`src/pwm_pkg.sv`:
```
// Purpose: shared constants and types for the complementary pwm output stage
// Assumes: 8-bit register port, 5-bit register address
// Notes:   register offsets, field positions, reset values and timing counts
package pwm_pkg;

  localparam int NUM_GEN  = 4;
  localparam int NUM_PIN  = 8;
  localparam int TIMER_W  = 12;
  localparam int DT_W     = 6;
  localparam int DATA_W   = 8;
  localparam int ADDR_W   = 5;
  localparam int PRE_W    = 4;
  localparam int TA_CNT_W = 3;

  // register offsets
  localparam logic [ADDR_W-1:0] OFF_CTRL      = 5'h00;
  localparam logic [ADDR_W-1:0] OFF_PERIOD_LO = 5'h01;
  localparam logic [ADDR_W-1:0] OFF_PERIOD_HI = 5'h02;
  localparam logic [ADDR_W-1:0] OFF_DUTY_BASE = 5'h03;
  localparam logic [ADDR_W-1:0] OFF_ENABLE    = 5'h0B;
  localparam logic [ADDR_W-1:0] OFF_OV_VALUE  = 5'h0C;
  localparam logic [ADDR_W-1:0] OFF_OV_MASK   = 5'h0D;
  localparam logic [ADDR_W-1:0] OFF_DT_LOW    = 5'h0E;
  localparam logic [ADDR_W-1:0] OFF_DT_HIGH   = 5'h0F;
  localparam logic [ADDR_W-1:0] OFF_TA_KEY    = 5'h10;
  localparam logic [ADDR_W-1:0] OFF_PIN_STAT  = 5'h11;
  localparam logic [ADDR_W-1:0] OFF_TIMER_LO  = 5'h12;
  localparam logic [ADDR_W-1:0] OFF_TIMER_HI  = 5'h13;
  localparam logic [ADDR_W-1:0] OFF_TA_STAT   = 5'h14;

  // control field positions
  localparam int CTRL_RUN_BIT  = 0;
  localparam int CTRL_PSEL_LSB = 1;
  localparam int HI_NIBBLE_W   = 4;

  // reset values
  localparam logic [DATA_W-1:0]  RST_BYTE   = 8'h00;
  localparam logic [TIMER_W-1:0] RST_PERIOD = 12'hFFF;
  localparam logic [TIMER_W-1:0] RST_DUTY   = 12'h000;
  localparam logic [DT_W-1:0]    RST_DT     = 6'h00;

  // duty value that holds the comparator permanently high
  localparam logic [TIMER_W-1:0] DUTY_ALWAYS_HIGH = 12'hFFF;

  // prescaler last count for divide by 1, 2, 4, 16
  localparam logic [PRE_W-1:0] PRE_LAST_DIV1  = 4'h0;
  localparam logic [PRE_W-1:0] PRE_LAST_DIV2  = 4'h1;
  localparam logic [PRE_W-1:0] PRE_LAST_DIV4  = 4'h3;
  localparam logic [PRE_W-1:0] PRE_LAST_DIV16 = 4'hF;

  // timed access unlock keys and open window count; the window stays open one clock longer than this count
  localparam logic [DATA_W-1:0]   TA_KEY_FIRST  = 8'hAA;
  localparam logic [DATA_W-1:0]   TA_KEY_SECOND = 8'h55;
  localparam logic [TA_CNT_W-1:0] TA_WINDOW     = 3'h4;

  typedef enum logic [1:0] {TA_IDLE, TA_HALF, TA_OPEN} ta_state_type;

endpackage

```
`src/dead_time_pair.sv`:
```
// Purpose: dead-time insertion for one even/odd output pair
// Assumes: tick is a one-cycle pulse from the prescaled time base
// Notes:   both outputs go low on every edge of level_in, the new one rises after the count
`timescale 1ns/100ps
`default_nettype none

module dead_time_pair
  import pwm_pkg::*;
(
  input  wire logic                     clk_sys,
  input  wire logic                     resetn,
  input  wire logic                     level_in,
  input  wire logic [pwm_pkg::DT_W-1:0] dead_value,
  input  wire logic                     tick,
  output logic                          even_out,
  output logic                          odd_out
);

  typedef struct packed {
    logic            prev;
    logic [DT_W-1:0] cnt;
    logic            even;
    logic            odd;
  } dt_state_type;

  dt_state_type s_q;
  dt_state_type s_d;

  always_comb
  begin
    s_d = s_q;
    s_d.prev = level_in;
    if (level_in != s_q.prev)
    begin
      // edge: reload and switch the active pin off first
      s_d.cnt  = dead_value;
      s_d.even = 1'b0;
      s_d.odd  = 1'b0;
    end
    else if (s_q.cnt != RST_DT)
    begin
      if (tick)
      begin
        s_d.cnt = s_q.cnt - 6'h01;
      end
    end
    else
    begin
      // count reached zero: let the delayed transition through
      s_d.even = s_q.prev;
      s_d.odd  = ~s_q.prev;
    end
  end

  always_ff @(posedge clk_sys or negedge resetn)
  begin
    if (!resetn)
    begin
      s_q <= '0;
    end
    else
    begin
      s_q <= s_d;
    end
  end

  assign even_out = s_q.even;
  assign odd_out  = s_q.odd;

endmodule // dead_time_pair

`default_nettype wire

```
`src/pwm_output_stage.sv`:
```
// Purpose: four duty generators, eight pins, complementary pairs, dead time, override
// Assumes: single clock clk_sys, register port with read data one cycle later
// Notes:   pin outputs are registered; pins of a disabled channel are held low
`timescale 1ns/100ps
`default_nettype none

module pwm_output_stage
  import pwm_pkg::*;
(
  input  wire logic                       clk_sys,
  input  wire logic                       resetn,
  input  wire logic [pwm_pkg::ADDR_W-1:0] reg_addr,
  input  wire logic [pwm_pkg::DATA_W-1:0] reg_wdata,
  input  wire logic                       reg_wr,
  input  wire logic                       reg_rd,
  output logic      [pwm_pkg::DATA_W-1:0] reg_rdata,
  output logic      [pwm_pkg::NUM_PIN-1:0] pwm_pin
);

  typedef struct packed {
    logic                             run;
    logic [1:0]                       psel;
    logic [TIMER_W-1:0]               period;
    logic [NUM_GEN-1:0][TIMER_W-1:0]  duty;
    logic [NUM_PIN-1:0]               enable;
    logic [NUM_PIN-1:0]               ov_value;
    logic [NUM_PIN-1:0]               ov_mask;
    logic [DT_W-1:0]                  dt_low;
    logic [DT_W-1:0]                  dt_high;
    ta_state_type                     ta;
    logic [TA_CNT_W-1:0]              ta_cnt;
    logic [PRE_W-1:0]                 pre_cnt;
    logic                             tick;
    logic [TIMER_W-1:0]               timer;
    logic [NUM_GEN-1:0]               cmp;
    logic [NUM_PIN-1:0]               pins;
    logic [DATA_W-1:0]                rdata;
  } state_type;

  state_type s_q;
  state_type s_d;

  logic [NUM_GEN-1:0] pair_level;
  logic [NUM_GEN-1:0] pair_even;
  logic [NUM_GEN-1:0] pair_odd;

  // last prescaler count for a divider selection
  function automatic logic [PRE_W-1:0] pre_last(input logic [1:0] sel);
    logic [PRE_W-1:0] r;
    r = PRE_LAST_DIV1;
    unique case (sel)
      2'h0: r = PRE_LAST_DIV1;
      2'h1: r = PRE_LAST_DIV2;
      2'h2: r = PRE_LAST_DIV4;
      2'h3: r = PRE_LAST_DIV16;
    endcase
    return r;
  endfunction

  // duty comparison: zero stays low, all ones stays high
  function automatic logic duty_cmp(input logic [TIMER_W-1:0] duty,
                                    input logic [TIMER_W-1:0] timer);
    return (duty == DUTY_ALWAYS_HIGH) || (timer < duty);
  endfunction

  // byte address of a duty register half
  function automatic logic [ADDR_W-1:0] duty_addr(input int ch, input logic hi);
    return OFF_DUTY_BASE + ADDR_W'(2 * ch) + ADDR_W'(hi);
  endfunction

  // level into each dead-time unit: even override or comparator
  always_comb
  begin
    for (int p = 0; p < NUM_GEN; p++)
    begin
      if (s_q.ov_mask[2*p])
      begin
        pair_level[p] = s_q.ov_value[2*p];
      end
      else
      begin
        pair_level[p] = s_q.cmp[p];
      end
    end
  end

  for (genvar g = 0; g < NUM_GEN; g++)
  begin : g_pair
    dead_time_pair u_dead_time (
      .clk_sys    (clk_sys),
      .resetn     (resetn),
      .level_in   (pair_level[g]),
      .dead_value ((g < 2) ? s_q.dt_low : s_q.dt_high),
      .tick       (s_q.tick),
      .even_out   (pair_even[g]),
      .odd_out    (pair_odd[g])
    );
  end

  always_comb
  begin
    s_d = s_q;
    s_d.tick = 1'b0;
    s_d.rdata = RST_BYTE;

    // prescaler and 12-bit time base
    if (s_q.run)
    begin
      if (s_q.pre_cnt >= pre_last(s_q.psel))
      begin
        s_d.pre_cnt = '0;
        s_d.tick = 1'b1;
      end
      else
      begin
        s_d.pre_cnt = s_q.pre_cnt + 4'h1;
      end
      if (s_q.tick)
      begin
        if (s_q.timer >= s_q.period)
        begin
          s_d.timer = '0;
        end
        else
        begin
          s_d.timer = s_q.timer + 12'h001;
        end
      end
    end
    else
    begin
      s_d.pre_cnt = '0;
      s_d.timer = '0;
    end

    // four duty comparators
    for (int p = 0; p < NUM_GEN; p++)
    begin
      s_d.cmp[p] = duty_cmp(s_q.duty[p], s_q.timer);
    end

    // pin drive per pair
    for (int p = 0; p < NUM_GEN; p++)
    begin
      if (s_q.enable[2*p] && s_q.enable[2*p+1])
      begin
        // odd override bits ignored here
        s_d.pins[2*p]   = pair_even[p];
        s_d.pins[2*p+1] = pair_odd[p];
      end
      else
      begin
        for (int k = 0; k < 2; k++)
        begin
          if (!s_q.enable[2*p+k])
          begin
            s_d.pins[2*p+k] = 1'b0;
          end
          else if (s_q.ov_mask[2*p+k])
          begin
            s_d.pins[2*p+k] = s_q.ov_value[2*p+k];
          end
          else
          begin
            s_d.pins[2*p+k] = s_q.cmp[p];
          end
        end
      end
    end

    // timed-access window countdown
    if (s_q.ta == TA_OPEN)
    begin
      if (s_q.ta_cnt == '0)
      begin
        s_d.ta = TA_IDLE;
      end
      else
      begin
        s_d.ta_cnt = s_q.ta_cnt - 3'h1;
      end
    end

    // register writes
    if (reg_wr)
    begin
      if (reg_addr == OFF_CTRL)
      begin
        s_d.run  = reg_wdata[CTRL_RUN_BIT];
        s_d.psel = reg_wdata[CTRL_PSEL_LSB +: 2];
      end
      if (reg_addr == OFF_PERIOD_LO)
      begin
        s_d.period[DATA_W-1:0] = reg_wdata;
      end
      if (reg_addr == OFF_PERIOD_HI)
      begin
        s_d.period[TIMER_W-1:DATA_W] = reg_wdata[HI_NIBBLE_W-1:0];
      end
      for (int c = 0; c < NUM_GEN; c++)
      begin
        if (reg_addr == duty_addr(c, 1'b0))
        begin
          s_d.duty[c][DATA_W-1:0] = reg_wdata;
        end
        if (reg_addr == duty_addr(c, 1'b1))
        begin
          s_d.duty[c][TIMER_W-1:DATA_W] = reg_wdata[HI_NIBBLE_W-1:0];
        end
      end
      if (reg_addr == OFF_ENABLE)
      begin
        s_d.enable = reg_wdata;
      end
      if (reg_addr == OFF_OV_VALUE)
      begin
        s_d.ov_value = reg_wdata;
      end
      if (reg_addr == OFF_OV_MASK)
      begin
        s_d.ov_mask = reg_wdata;
      end
      if (reg_addr == OFF_TA_KEY)
      begin
        if (reg_wdata == TA_KEY_FIRST)
        begin
          s_d.ta = TA_HALF;
        end
        else if (reg_wdata == TA_KEY_SECOND && s_q.ta == TA_HALF)
        begin
          s_d.ta = TA_OPEN;
          s_d.ta_cnt = TA_WINDOW;
        end
        else
        begin
          s_d.ta = TA_IDLE;
        end
      end
      if (s_q.ta == TA_OPEN && reg_addr == OFF_DT_LOW)
      begin
        s_d.dt_low = reg_wdata[DT_W-1:0];
        s_d.ta = TA_IDLE;
      end
      if (s_q.ta == TA_OPEN && reg_addr == OFF_DT_HIGH)
      begin
        s_d.dt_high = reg_wdata[DT_W-1:0];
        s_d.ta = TA_IDLE;
      end
    end

    // register reads, data in the next cycle only
    if (reg_rd)
    begin
      if (reg_addr == OFF_CTRL)
      begin
        s_d.rdata[CTRL_RUN_BIT] = s_q.run;
        s_d.rdata[CTRL_PSEL_LSB +: 2] = s_q.psel;
      end
      if (reg_addr == OFF_PERIOD_LO)
      begin
        s_d.rdata = s_q.period[DATA_W-1:0];
      end
      if (reg_addr == OFF_PERIOD_HI)
      begin
        s_d.rdata[HI_NIBBLE_W-1:0] = s_q.period[TIMER_W-1:DATA_W];
      end
      for (int c = 0; c < NUM_GEN; c++)
      begin
        if (reg_addr == duty_addr(c, 1'b0))
        begin
          s_d.rdata = s_q.duty[c][DATA_W-1:0];
        end
        if (reg_addr == duty_addr(c, 1'b1))
        begin
          s_d.rdata[HI_NIBBLE_W-1:0] = s_q.duty[c][TIMER_W-1:DATA_W];
        end
      end
      if (reg_addr == OFF_ENABLE)
      begin
        s_d.rdata = s_q.enable;
      end
      if (reg_addr == OFF_OV_VALUE)
      begin
        s_d.rdata = s_q.ov_value;
      end
      if (reg_addr == OFF_OV_MASK)
      begin
        s_d.rdata = s_q.ov_mask;
      end
      if (reg_addr == OFF_DT_LOW)
      begin
        s_d.rdata[DT_W-1:0] = s_q.dt_low;
      end
      if (reg_addr == OFF_DT_HIGH)
      begin
        s_d.rdata[DT_W-1:0] = s_q.dt_high;
      end
      if (reg_addr == OFF_PIN_STAT)
      begin
        s_d.rdata = s_q.pins;
      end
      if (reg_addr == OFF_TIMER_LO)
      begin
        s_d.rdata = s_q.timer[DATA_W-1:0];
      end
      if (reg_addr == OFF_TIMER_HI)
      begin
        s_d.rdata[HI_NIBBLE_W-1:0] = s_q.timer[TIMER_W-1:DATA_W];
      end
      if (reg_addr == OFF_TA_STAT)
      begin
        s_d.rdata[0] = (s_q.ta == TA_OPEN);
      end
    end
  end

  always_ff @(posedge clk_sys or negedge resetn)
  begin
    if (!resetn)
    begin
      s_q          <= '0;
      s_q.period   <= RST_PERIOD;
      s_q.duty     <= {NUM_GEN{RST_DUTY}};
      s_q.ov_value <= RST_BYTE;
      s_q.ov_mask  <= RST_BYTE;
      s_q.dt_low   <= RST_DT;
      s_q.dt_high  <= RST_DT;
      s_q.ta       <= TA_IDLE;
    end
    else
    begin
      s_q <= s_d;
    end
  end

  assign reg_rdata = s_q.rdata;
  assign pwm_pin   = s_q.pins;

endmodule // pwm_output_stage

`default_nettype wire

```
`config.mk`:
```
export PLATFORM = sky130hd
export DESIGN_NAME = pwm_output_stage
export DESIGN_NICKNAME = d
export VERILOG_FILES = /design/src/pwm_pkg.sv /design/src/dead_time_pair.sv /design/src/pwm_output_stage.sv
export SDC_FILE = /design/constraint.sdc
export NUM_CORES = 1
export LEC_CHECK = 0
export BUFFER_PORTS_ARGS = -buffer_cell sky130_fd_sc_hd__buf_4
export CELL_PAD_IN_SITES_DETAIL_PLACEMENT = 0
export CELL_PAD_IN_SITES_GLOBAL_PLACEMENT = 1
export CORE_AREA = 2 2 151 153
export DETAILED_ROUTE_END_ITERATION = 8
export DIE_AREA = 0 0 153 155
export PLACE_DENSITY = 0.86
export SETUP_SLACK_MARGIN = 0.05
export SLEW_MARGIN = 25
export SYNTH_ARGS = -nofsm -noshare
export SYNTH_HDL_FRONTEND = slang
export SYNTH_SLANG_ARGS = --single-unit
```
`constraint.sdc`:
```
create_clock -name clk_sys -period 2.4 [get_ports clk_sys]
set_clock_uncertainty 0.15 [all_clocks]
set_input_delay 0.36 -clock clk_sys [delete_from_list [all_inputs] [get_ports clk_sys]]
set_output_delay 0.36 -clock clk_sys [all_outputs]
set_load 0.1 [all_outputs]
```
After elaboration in Yosys (flattened, before gate mapping). Cells that the tools add are included.

Add/subtract/negate cells: 7. Multiply operators: 0. Divide/modulo/power cells: 0. Order comparisons: 6. Equality and inequality tests: 40. Shift operators: 0. Muxes and demuxes: 78. Bitwise operators: 4. Reductions and logical operators: 46.

Operators with widths (count): two-way mux 8 bit (16); two-way mux 6 bit (10); == test 12 bit (second input constant) (4); < comparator 12 bit (4); == test 5 x 4 -> 1 bit (second input constant) (8); AND reduction 2 bit (20); two-way mux 12 bit (3); two-way mux 4 bit (9); two-way mux 2 bit (13); == test 5 bit (second input constant) (5); nonzero test 6 bit (4); subtractor 6 x 1 -> 6 bit (second input constant) (4); == test 5 x 3 -> 1 bit (second input constant) (4); two-way mux 1 bit (19); one-hot mux 4 bit (4 select lines) (1); nonzero test 2 bit (8); two-way mux 5 bit (3); adder 12 x 1 -> 12 bit (second input constant) (1); >= comparator 12 bit (1); two-way mux 3 bit (4); == test 5 x 2 -> 1 bit (second input constant) (2); == test 8 x 7 -> 1 bit (second input constant) (1); == test 8 bit (second input constant) (1); inequality test 2 x 1 -> 1 bit (second input constant) (4); 14 further kinds (32).

Flip-flop bits (word level): 177. Bits in latches: 0. Memory bits (writable): 0. Bits in read-only memories: 0. Input port bits: 17. Output and inout bits: 16. Memories: 0.

Longest topological paths before layout. Gate-level depths: netlist of the first run.

Word-level depth: 23. Gate-level depth with buffers: 9. Mapped depth without buffers: 7.

By module. From an unflattened synthesis of the first run, not the netlist that was laid out.

Cell total of the unflattened synthesis: 1106. Area total of the unflattened synthesis: 10943.0 µm².

By module, submodules not included: pwm_output_stage (instances 1, cells an instance 874, area an instance 8740.9 µm², sequential area each 3543.4 µm²); dead_time_pair (instances 4, cells an instance 58, area an instance 550.5 µm², sequential area each 225.2 µm²).

Worst setup path after synthesis of the first run. Ideal clock, no wire load.

Path type: flip-flop to flip-flop. Start point: reg s_q[131] (netlist name). End point: reg s_q[31] (netlist name). Setup time: 0.104 ns. Data arrival time: 1.991 ns. Setup slack: 0.155 ns. Stages on the path, launching flop included: 8. Buffers on the path: 0. Clock period less this slack: 2.245 ns. Path through: dfstp_2 -> inv_1 -> ha_1 -> a21o_1 -> a2111oi_0 -> o21a_1 -> o21ai_0 -> o311ai_1.

Word-level cells in the longest chain between the ends: 4.

RTL lines: from (decl) (RTL line pwm_output_stage.sv:40) `state_type s_q;`; >= comparator 12 bit (RTL line pwm_output_stage.sv:120) `if (s_q.timer >= s_q.period)`; two-way mux 12 bit (RTL line pwm_output_stage.sv:120); two-way mux 12 bit (RTL line pwm_output_stage.sv:118) `if (s_q.tick)`; two-way mux 12 bit (RTL line pwm_output_stage.sv:107) `if (s_q.run)`.

Every way passes these cells. The select of a mux whose other input is x is not followed. A chain may end at the register's enable or synchronous reset.

==> report_table.html, run 1 <==
<table>
<tr><th>Metric</th><th>Value</th></tr>
<tr><th colspan="2">Run status</th></tr>
<tr><td>Outcome</td><td>completed</td></tr>
<tr><th colspan="2">Timing</th></tr>
<tr><td>Smallest setup slack after layout</td><td>0.115 ns</td></tr>
<tr><td>Worst Tran Pin Value</td><td>0.535 ns</td></tr>
<tr><td>Worst relative slew slack</td><td>0.642</td></tr>
<tr><td>Ratio of final minimum period to clock period</td><td>0.952</td></tr>
<tr><td>Final Critical Period</td><td>2.29 ns</td></tr>
<tr><td>RSZ-0062 raised after global routing</td><td>yes</td></tr>
<tr><td>Final number of max-transition violations</td><td>0</td></tr>
<tr><td>Hold violation count in the final report</td><td>0</td></tr>
<tr><td>Final-report setup violation count</td><td>0</td></tr>
<tr><td>Maximum clock frequency</td><td>0.438 GHz</td></tr>
<tr><td>Total Neg Setup Slack</td><td>0 ns</td></tr>
<tr><th colspan="2">Worst setup path</th></tr>
<tr><td>Biggest fanout along the worst timing path</td><td>9</td></tr>
<tr><td>Endpoint required time on the critical path</td><td>2.56 ns</td></tr>
<tr><td>Critical path class</td><td>reg -&gt; reg</td></tr>
<tr><td>Cells traversed along the worst timing path</td><td>buf_4 -&gt; ha_1 -&gt; or4_1 -&gt; o2111ai_1 -&gt; a211oi_1 -&gt; o41ai_1</td></tr>
<tr><td>Reg-to-reg slack, setup</td><td>0.11 ns</td></tr>
<tr><td>Type of element capturing the critical path</td><td>flop</td></tr>
<tr><td>Critical Path Start Type</td><td>flop</td></tr>
<tr><td>Count of buffer and inverter cells on the critical path</td><td>1</td></tr>
<tr><td>Slowest cell delay on critical path</td><td>0.56 ns</td></tr>
<tr><td>Launching instance or port of the critical path</td><td>s_q[25]</td></tr>
<tr><td>Crit-path leading delay family</td><td>compound AO/OA/AOI/OAI gates</td></tr>
<tr><td>Capture point of the critical path</td><td>s_q[19]</td></tr>
<tr><td>Total number of cells along the worst setup path</td><td>6</td></tr>
<tr><td>Capture instance of the worst register-to-register path</td><td>s_q[19]</td></tr>
<tr><td>Worst path slowest cell</td><td>or4_1</td></tr>
<tr><td>Number of cells on the worst reg-to-reg path</td><td>6</td></tr>
<tr><td>Data arrival, critical path</td><td>2.44 ns</td></tr>
<tr><td>Beginning of the worst register-to-register path</td><td>s_q[25]</td></tr>
<tr><th colspan="2">Synth</th></tr>
<tr><td>Sequential element share of the synthesized area</td><td>0.410</td></tr>
<tr><td>Synth warnings</td><td>0</td></tr>
<tr><td>Count of flip-flops with a built-in enable after synthesis</td><td>0</td></tr>
<tr><td>Share of async-settable or async-resettable flops after synthesis</td><td>1.00</td></tr>
<tr><td>Synth Instances</td><td>1,083</td></tr>
<tr><td>Top FF cell, synth</td><td>dfrtp_1</td></tr>
<tr><td>#FFs+latches synth</td><td>177</td></tr>
<tr><td>Synth Cell Area</td><td>10,800 sq um</td></tr>
<tr><td>Mean post-synth cell area</td><td>10.0 sq um</td></tr>
<tr><td>Net Count, Synth</td><td>1,181</td></tr>
<tr><td>Post-synthesis cell type count</td><td>83</td></tr>
<tr><th colspan="2">Clocking</th></tr>
<tr><td>Clk slew on worst S/H paths</td><td>0.07 ns</td></tr>
<tr><td>Clk_lat worst skew</td><td>0.44 ns</td></tr>
<tr><td>Deepest clock path buffer count</td><td>2</td></tr>
<tr><td>TritonCTS clock tree</td><td>yes</td></tr>
<tr><td>CTS Buf Count</td><td>17</td></tr>
<tr><td>H-tree depth</td><td>4</td></tr>
<tr><td>CTS Root Cell</td><td>clkbuf_16</td></tr>
<tr><td>TritonCTS Sinks</td><td>177</td></tr>
<tr><th colspan="2">Detailed routing</th></tr>
<tr><td>Top layer reached by signal wires</td><td>met4</td></tr>
<tr><td>Metal2 WL</td><td>14,600 microns</td></tr>
<tr><td>Total number of vias</td><td>8,631</td></tr>
<tr><td>Number of iterations in the first detailed-routing pass</td><td>6</td></tr>
<tr><td>Final routed wire length divided by cell count</td><td>22.0 microns</td></tr>
<tr><td>Detailed-route DRC error count</td><td>0</td></tr>
<tr><td>Initial drt markers</td><td>878</td></tr>
<tr><td>ANT nets after route</td><td>0</td></tr>
<tr><td>Wire length on met3</td><td>1720 microns</td></tr>
<tr><td>Overall routed net length</td><td>31,400 microns</td></tr>
<tr><td>Average via count per standard cell</td><td>6.03</td></tr>
<tr><td>Routed met1 length</td><td>13,900 microns</td></tr>
<tr><th colspan="2">Power</th></tr>
<tr><td>Power density over the cells</td><td>768 nW/um^2</td></tr>
<tr><td>Switch share</td><td>0.343</td></tr>
<tr><td>Net switching power of the design</td><td>3.23 mW</td></tr>
<tr><td>Proportion of power drawn by flip-flops and latches</td><td>0.426</td></tr>
<tr><td>Internal Power</td><td>6.19 mW</td></tr>
<tr><td>Leakage component of the power</td><td>5.67 nW</td></tr>
<tr><td>Peak supply drop</td><td>0.403 mV</td></tr>
<tr><td>Clock network power share</td><td>0.323</td></tr>
<tr><td>Portion of total power attributed to combinational logic</td><td>0.251</td></tr>
<tr><th colspan="2">Layout</th></tr>
<tr><td>Post-route cell area</td><td>12,300 sq um</td></tr>
<tr><td># diodes</td><td>0</td></tr>
<tr><td>Fraction of final layout cells with drive strength greater than 1</td><td>0.234</td></tr>
<tr><td>Number of filler instances in the final layout</td><td>1,972</td></tr>
<tr><td>Register area</td><td>4440 sq um</td></tr>
<tr><td>Synthesis-to-layout area growth</td><td>13.1%</td></tr>
<tr><td>Area of the multi-input gates</td><td>5720 sq um</td></tr>
<tr><td>Layout net count</td><td>1,231</td></tr>
<tr><th colspan="2">Min path</th></tr>
<tr><td>Min-Delay Path Depth</td><td>2</td></tr>
<tr><td>Hold/Removal Path Class</td><td>in -&gt; reg</td></tr>
<tr><th colspan="2">Placed design</th></tr>
<tr><td>RePlAce Congestion</td><td>1.00</td></tr>
<tr><td>Count of input and output buffers</td><td>32</td></tr>
<tr><td>Post-DP HPWL</td><td>23,100 microns</td></tr>
<tr><td>Cell area after placement</td><td>11,600 sq um</td></tr>
<tr><td>Pre-CTS WS</td><td>-0.0177 ns</td></tr>
<tr><th colspan="2">Global routing</th></tr>
<tr><td>Antenna violations before repair</td><td>0</td></tr>
<tr><td>Sum of overflow across all layers after global routing</td><td>0</td></tr>
<tr><td>Maximum number of pins on one net before global-route repair</td><td>56</td></tr>
<tr><td>First-pass GRT wire length</td><td>48,700 microns</td></tr>
<tr><td>Via count of the first global-routing pass</td><td>8,405</td></tr>
<tr><td>GRT Overall Usage</td><td>0.267</td></tr>
<tr><th colspan="2">Job</th></tr>
<tr><td>Max Cap Violations</td><td>0</td></tr>
<tr><th colspan="2">Floorplanning</th></tr>
<tr><td>Starting density of the core</td><td>0.488</td></tr>
<tr><td>Number of rows created at floorplan</td><td>55</td></tr>
<tr><td>Die height</td><td>155 microns</td></tr>
<tr><td>Core Box Area</td><td>22,200 sq um</td></tr>
<tr><td>I/O pin cnt</td><td>33</td></tr>
<tr><td>Die footprint</td><td>23,700 sq um</td></tr>
<tr><td>Die boundary width</td><td>153 microns</td></tr>
</table>
worst reg2reg max path, cell delays in order (launching register included):
cell	delay, ns
dfrtp_1	0.42
buf_4	0.21
ha_1	0.23
or4_1	0.56
o2111ai_1	0.21
a211oi_1	0.08
o41ai_1	0.29
Yosys cell counts (17+ instances only):
| cell type | count | share of area |
|---|---|---|
| nand2b_1 | 20 | 0.012 |
| mux2_2 | 97 | 0.10 |
| nand2_1 | 87 | 0.030 |
| nor2_1 | 46 | 0.016 |
| a21oi_1 | 28 | 0.013 |
| dfrtp_1 | 165 | 0.38 |
| nand4_1 | 17 | 0.0098 |
| buf_4 | 19 | 0.013 |
| nand3_1 | 27 | 0.012 |
| ha_1 | 81 | 0.093 |
| nor2b_1 | 19 | 0.011 |
| buf_2 | 18 | 0.0083 |
| o21ai_0 | 75 | 0.035 |
| inv_1 | 92 | 0.032 |
| clkbuf_1 | 22 | 0.0076 |
worst min path at each step:
stage	startpoint	endpoint	slack, ns
floorplan	resetn	g_pair[0].u_dead_time.even_out	-0.09
global placement	resetn	s_q[23]	0.17
detailed placement	resetn	s_q[22]	0.17
CTS	reg_rd	reg_rdata[1]	0.09
global route	reg_rd	reg_rdata[1]	0.1
finish	reg_rd	reg_rdata[1]	0.11
placed cells by master (no fill, tap or decap), types with 6 or more instances in the layout:
master / synthesis / layout
dfrtp_1: 165 / 165
mux2_2: 97 / 97
inv_1: 92 / 92
buf_4: 19 / 90
nand2_1: 87 / 87
ha_1: 81 / 81
o21ai_0: 75 / 73
nor2_1: 46 / 46
a21oi_1: 28 / 28
nand3_1: 27 / 27
nand2b_1: 20 / 20
nor2b_1: 19 / 19
nand4_1: 17 / 17
clkbuf_16: 0 / 17
mux2i_1: 15 / 15
and2_1: 15 / 15
xnor2_1: 14 / 14
dfstp_2: 12 / 12
a22oi_1: 11 / 11
o2111ai_1: 11 / 11
xor2_1: 11 / 11
nor3_1: 10 / 10
o211ai_1: 9 / 9
a31oi_1: 9 / 9
o22ai_1: 9 / 9
and3_1: 8 / 8
nor4_1: 8 / 8
a21o_1: 7 / 7
a211o_1: 7 / 7
or4_1: 6 / 6
mux2_4: 6 / 6
inv_6: 0 / 6
power by group through the flow:
stage               registers (mW)  clock network (mW)  logic, mW
global placement              4.03                   0       2.28
floorplan                     3.83                   0       1.78
detailed placement            4.04                   0       2.34
global route                  4.06                3.20       2.62
finish                        4.01                3.04       2.36
CTS                           3.99                3.06       2.36
cell families (layout without fill, tap and decap cells):
kind of cell	count (synthesis)	count (layout)	synth area share
compound gates	227	227	0.141
xor+xnor	25	25	0.0202
fa+ha+maj	81	81	0.0935
buf+inv	156	219	0.0654
flops	177	177	0.410
mux	118	118	0.123
simple gates	299	299	0.147
layout make-up:
class / instances / share of cell area
multi-input cells: 750 / 0.467
flip-flops and latches: 177 / 0.363
repair buffers: 95 / 0.0617
clock buffers: 18 / 0.0358
well taps: 285 / 0.0291
inverters: 92 / 0.0282
clock inverters: 14 / 0.0157
flip-flops by register name, summed over array words and instances (netlist names):
register / flops
reg_rdata: 8
g_pair.u_dead_time.odd_out: 4
pwm_pin: 8
s_q: 125
g_pair.u_dead_time.s_q: 28
g_pair.u_dead_time.even_out: 4
timing repair:
| action | 4_1_cts | 5_1_grt |
|---|---|---|
| resized for setup | 3 | 5 |
| pin swaps | 0 | 1 |
| buffers inserted | 1 | 0 |
| endpoints found under the setup margin | 6 | 13 |
| hold buffers | 1 | 0 |
| endpoints found under the hold margin | 34 | 0 |
metal layers:
layer  up-vias  track usage
li1       3963            -
met2       333        0.428
met5         -            0
met3        83       0.0382
met4         0        0.115
met1      4252        0.365
metrics by stage:
| stage | std cells | util | hold WS, ns | power [mW] |
|---|---|---|---|---|
| global route | 1431 | 0.552 | 0.0976 | 9.88 |
| floorplan | 1083 | - | -0.0856 | 5.61 |
| finish | 1431 | 0.552 | 0.109 | 9.42 |
| CTS | 1432 | 0.551 | 0.0923 | 9.42 |
| global placement | 1398 | 0.521 | 0.173 | 6.31 |
| detailed placement | 1398 | 0.521 | 0.174 | 6.39 |
No activity file was read; power rests on OpenSTA's default activity.
==> inputs of run 2 (changes only) <==
--- a/config.mk
+++ b/config.mk
@@ -12,6 +12,7 @@
 export DETAILED_ROUTE_END_ITERATION = 8
 export DIE_AREA = 0 0 153 155
 export PLACE_DENSITY = 0.86
+export RECOVER_POWER = 25
 export SETUP_SLACK_MARGIN = 0.05
 export SLEW_MARGIN = 25
 export SYNTH_ARGS = -nofsm -noshare
==> constraint.sdc (replaced) <==
create_clock -name clk_sys -period 2.6 [get_ports clk_sys]
set_clock_uncertainty 0.15 [all_clocks]
set_input_delay 0.39 -clock clk_sys [delete_from_list [all_inputs] [get_ports clk_sys]]
set_output_delay 0.39 -clock clk_sys [all_outputs]
set_load 0.1 [all_outputs]
==> report_table.html, run 2 (synthesized netlist as in run 1, its figures left out) <==
<table>
<tr><th>Metric</th><th>Value</th></tr>
<tr><th colspan="2">Run status</th></tr>
<tr><td>Outcome</td><td>completed</td></tr>
<tr><th colspan="2">Placed design</th></tr>
<tr><td>Cell area after placement</td><td>11,400 sq um (-1.9%)</td></tr>
<tr><td>Count of input and output buffers</td><td>32 (unchanged)</td></tr>
<tr><td>RePlAce Congestion</td><td>1.03 (+2.7%)</td></tr>
<tr><td>Post-DP HPWL</td><td>22,800 microns (-1.3%)</td></tr>
<tr><th colspan="2">Detailed routing</th></tr>
<tr><td>Total number of vias</td><td>8,546 (-0.98%)</td></tr>
<tr><td>Overall routed net length</td><td>31,200 microns (-0.80%)</td></tr>
<tr><td>Number of iterations in the first detailed-routing pass</td><td>5 (-1)</td></tr>
<tr><td>ANT nets after route</td><td>0 (unchanged)</td></tr>
<tr><td>Initial drt markers</td><td>687 (-22%)</td></tr>
<tr><td>Final routed wire length divided by cell count</td><td>22.2 microns (+1.1%)</td></tr>
<tr><td>Average via count per standard cell</td><td>6.09 (+0.92%)</td></tr>
<tr><td>Detailed-route DRC error count</td><td>0 (unchanged)</td></tr>
<tr><th colspan="2">Worst setup path</th></tr>
<tr><td>Crit-path leading delay family</td><td>compound AO/OA/AOI/OAI gates</td></tr>
<tr><td>Data arrival, critical path</td><td>2.52 ns (+0.08 ns)</td></tr>
<tr><td>Type of element capturing the critical path</td><td>flop</td></tr>
<tr><td>Critical Path Start Type</td><td>flop</td></tr>
<tr><td>Slowest cell delay on critical path</td><td>0.54 ns (-0.02 ns)</td></tr>
<tr><td>Cells traversed along the worst timing path</td><td>inv_1 -&gt; ha_1 -&gt; a21o_1 -&gt; a2111oi_1 -&gt; o21a_1 -&gt; o21ai_2 -&gt; o311ai_1</td></tr>
<tr><td>Biggest fanout along the worst timing path</td><td>7 (-2)</td></tr>
<tr><td>Worst path slowest cell</td><td>dfstp_2</td></tr>
<tr><td>Reg-to-reg slack, setup</td><td>0.27 ns (+0.16 ns)</td></tr>
<tr><td>Critical path class</td><td>reg -&gt; reg</td></tr>
<tr><td>Count of buffer and inverter cells on the critical path</td><td>1 (unchanged)</td></tr>
<tr><td>Endpoint required time on the critical path</td><td>2.79 ns (+0.23 ns)</td></tr>
<tr><th colspan="2">Floorplanning</th></tr>
<tr><td>Starting density of the core</td><td>0.488 (unchanged)</td></tr>
<tr><td>Number of rows created at floorplan</td><td>55 (unchanged)</td></tr>
<tr><td>Die boundary width</td><td>153 microns (unchanged)</td></tr>
<tr><td>Die height</td><td>155 microns (unchanged)</td></tr>
<tr><td>Die footprint</td><td>23,700 sq um (unchanged)</td></tr>
<tr><td>I/O pin cnt</td><td>33 (unchanged)</td></tr>
<tr><td>Core Box Area</td><td>22,200 sq um (unchanged)</td></tr>
<tr><th colspan="2">Global routing</th></tr>
<tr><td>Via count of the first global-routing pass</td><td>8,622 (+2.6%)</td></tr>
<tr><td>Antenna violations before repair</td><td>0 (unchanged)</td></tr>
<tr><td>Sum of overflow across all layers after global routing</td><td>0 (unchanged)</td></tr>
<tr><td>Maximum number of pins on one net before global-route repair</td><td>53 (-5.4%)</td></tr>
<tr><td>Met1 usage</td><td>0.361 (-0.00386)</td></tr>
<tr><td>First-pass GRT wire length</td><td>49,500 microns (+1.6%)</td></tr>
<tr><td>Met3 routing resource usage after global routing</td><td>0.0504 (+0.0123)</td></tr>
<tr><td>Met2 layer usage reported by global route</td><td>0.442 (+0.0139)</td></tr>
<tr><td>GRT Overall Usage</td><td>0.270 (+0.00319)</td></tr>
<tr><td>Most Used Layer, Global Route</td><td>met2</td></tr>
<tr><th colspan="2">Timing</th></tr>
<tr><td>Final Critical Period</td><td>2.33 ns (+0.0436 ns)</td></tr>
<tr><td>Final number of max-transition violations</td><td>0 (unchanged)</td></tr>
<tr><td>Total Neg Setup Slack</td><td>0 ns (unchanged)</td></tr>
<tr><td>Maximum clock frequency</td><td>0.429 GHz (-1.9%)</td></tr>
<tr><td>Hold violation count in the final report</td><td>0 (unchanged)</td></tr>
<tr><td>Worst Tran Pin Value</td><td>1.20 ns (+0.661 ns)</td></tr>
<tr><td>RSZ-0062 raised after global routing</td><td>no</td></tr>
<tr><td>Ratio of final minimum period to clock period</td><td>0.896 (-0.0565)</td></tr>
<tr><td>Worst relative slew slack</td><td>0.203 (-0.439)</td></tr>
<tr><td>Final-report setup violation count</td><td>0 (unchanged)</td></tr>
<tr><th colspan="2">Clocking</th></tr>
<tr><td>CTS Buf Count</td><td>17 (unchanged)</td></tr>
<tr><td>H-tree depth</td><td>4 (unchanged)</td></tr>
<tr><td>CTS Root Cell</td><td>clkbuf_16</td></tr>
<tr><td>TritonCTS clock tree</td><td>yes</td></tr>
<tr><td>Clk slew on worst S/H paths</td><td>0.07 ns (about the same)</td></tr>
<tr><td>Clk_lat worst skew</td><td>0.44 ns (about the same)</td></tr>
<tr><td>Deepest clock path buffer count</td><td>2 (unchanged)</td></tr>
<tr><td>TritonCTS Sinks</td><td>177 (unchanged)</td></tr>
<tr><td>Buffer count from post-CTS setup fixing</td><td>0 (-1)</td></tr>
<tr><th colspan="2">Layout</th></tr>
<tr><td>Largest registers in the final layout</td><td>s_q: 125 flops, g_pair.u_dead_time.s_q: 28 flops</td></tr>
<tr><td>Layout net count</td><td>1,204 (-2.2%)</td></tr>
<tr><td>Fraction of final layout cells with drive strength greater than 1</td><td>0.211 (-0.0230)</td></tr>
<tr><td>Largest reg by FF count</td><td>s_q</td></tr>
<tr><td>Flip-flop count of the largest register after layout</td><td>125 (unchanged)</td></tr>
<tr><td>Leading cell types in the layout, fill and taps excluded</td><td>dfrtp_1, mux2_2, inv_1</td></tr>
<tr><td>Number of filler instances in the final layout</td><td>1,999 (+1.4%)</td></tr>
<tr><td>Post-route cell area</td><td>11,900 sq um (-2.6%)</td></tr>
<tr><td>Commonest non-fill, non-tap cell in the layout</td><td>dfrtp_1</td></tr>
<tr><td># diodes</td><td>0 (unchanged)</td></tr>
<tr><td>Synthesis-to-layout area growth</td><td>10.1%</td></tr>
<tr><th colspan="2">Min path</th></tr>
<tr><td>Hold/Removal Path Class</td><td>in -&gt; reg</td></tr>
<tr><th colspan="2">Power</th></tr>
<tr><td>Power density over the cells</td><td>700 nW/um^2 (-8.9%)</td></tr>
<tr><td>Leakage component of the power</td><td>5.48 nW (-3.3%)</td></tr>
<tr><td>Peak supply drop</td><td>0.362 mV (-10%)</td></tr>
<tr><th colspan="2">Job</th></tr>
<tr><td>Max Cap Violations</td><td>0 (unchanged)</td></tr>
</table>
-- run 2: changes by cell type in the layout (fill, tap and decap cells not counted), moves of 2 or more --
cell / previous run / this run
inv_8: 3 / 0
bufinv_16: 3 / 1
buf_4: 90 / 63
clkbuf_1: 0 / 2
and2_0: 0 / 6
and2_1: 15 / 9
clkinv_2: 0 / 3
-- run 2: final cells by class --
cell class,count,area [sq um],area share
inverters,92,345,0.0289
well taps,285,357,0.0299
repair buffers,68,532,0.0445
multi-input cells,750,5690,0.477
clock inverters,13,123,0.0103
clock buffers,19,443,0.0371
flip-flops and latches,177,4440,0.372
-- run 2: path summary, 6_finish.rpt --
| kind | startpoint | to | depth (start not counted) |
|---|---|---|---|
| setup / recovery | s_q[131] | s_q[31] | 7 |
| hold / removal | reg_rd | reg_rdata[5] | 2 |
| setup reg to reg | s_q[131] | s_q[31] | 7 |
| hold reg to reg | s_q[33] | s_q[33] | 1 |
| max in group asynchronous | resetn | s_q[78] | 3 |
| min in group asynchronous | resetn | s_q[22] | 2 |
-- run 2: routing by layer --
metal	wire length (microns)	share of wire	vias up
li1	-	-	3916
met1	13600	0.43	4261
met2	14800	0.47	299
met3	1780	0.057	70
met4	1080	0.035	0
met5	0	0	-
-- run 2: where the power goes --
group / leakage [nW] / total (mW) / switching (mW) / internal [mW]
combinational: 2.94 / 2.12 / 1.25 / 0.869
clock: 0.279 / 2.52 / 1.15 / 1.36
sequential: 2.26 / 3.72 / 0.494 / 3.22
-- run 2: timing repair --
item / in CTS / in global routing
hold buffers: 1 / 0
endpoints found under the hold margin: 33 / 0
resized for setup: 1 / 2
setup endpoints to repair: 1 / 1
-- run 2: stage by stage --
stage	utilization	cells	worst slack (ns)	hold slack (ns)	power, mW
after floorplan	-	1083	0.355	-0.0556	5.18
after global placement	0.511	1371	0.121	0.199	5.78
after detailed placement	0.511	1371	0.0559	0.200	5.86
after CTS	0.537	1404	0.169	0.0999	8.38
after global routing	0.537	1404	0.117	0.102	8.81
final	0.537	1404	0.271	0.125	8.35
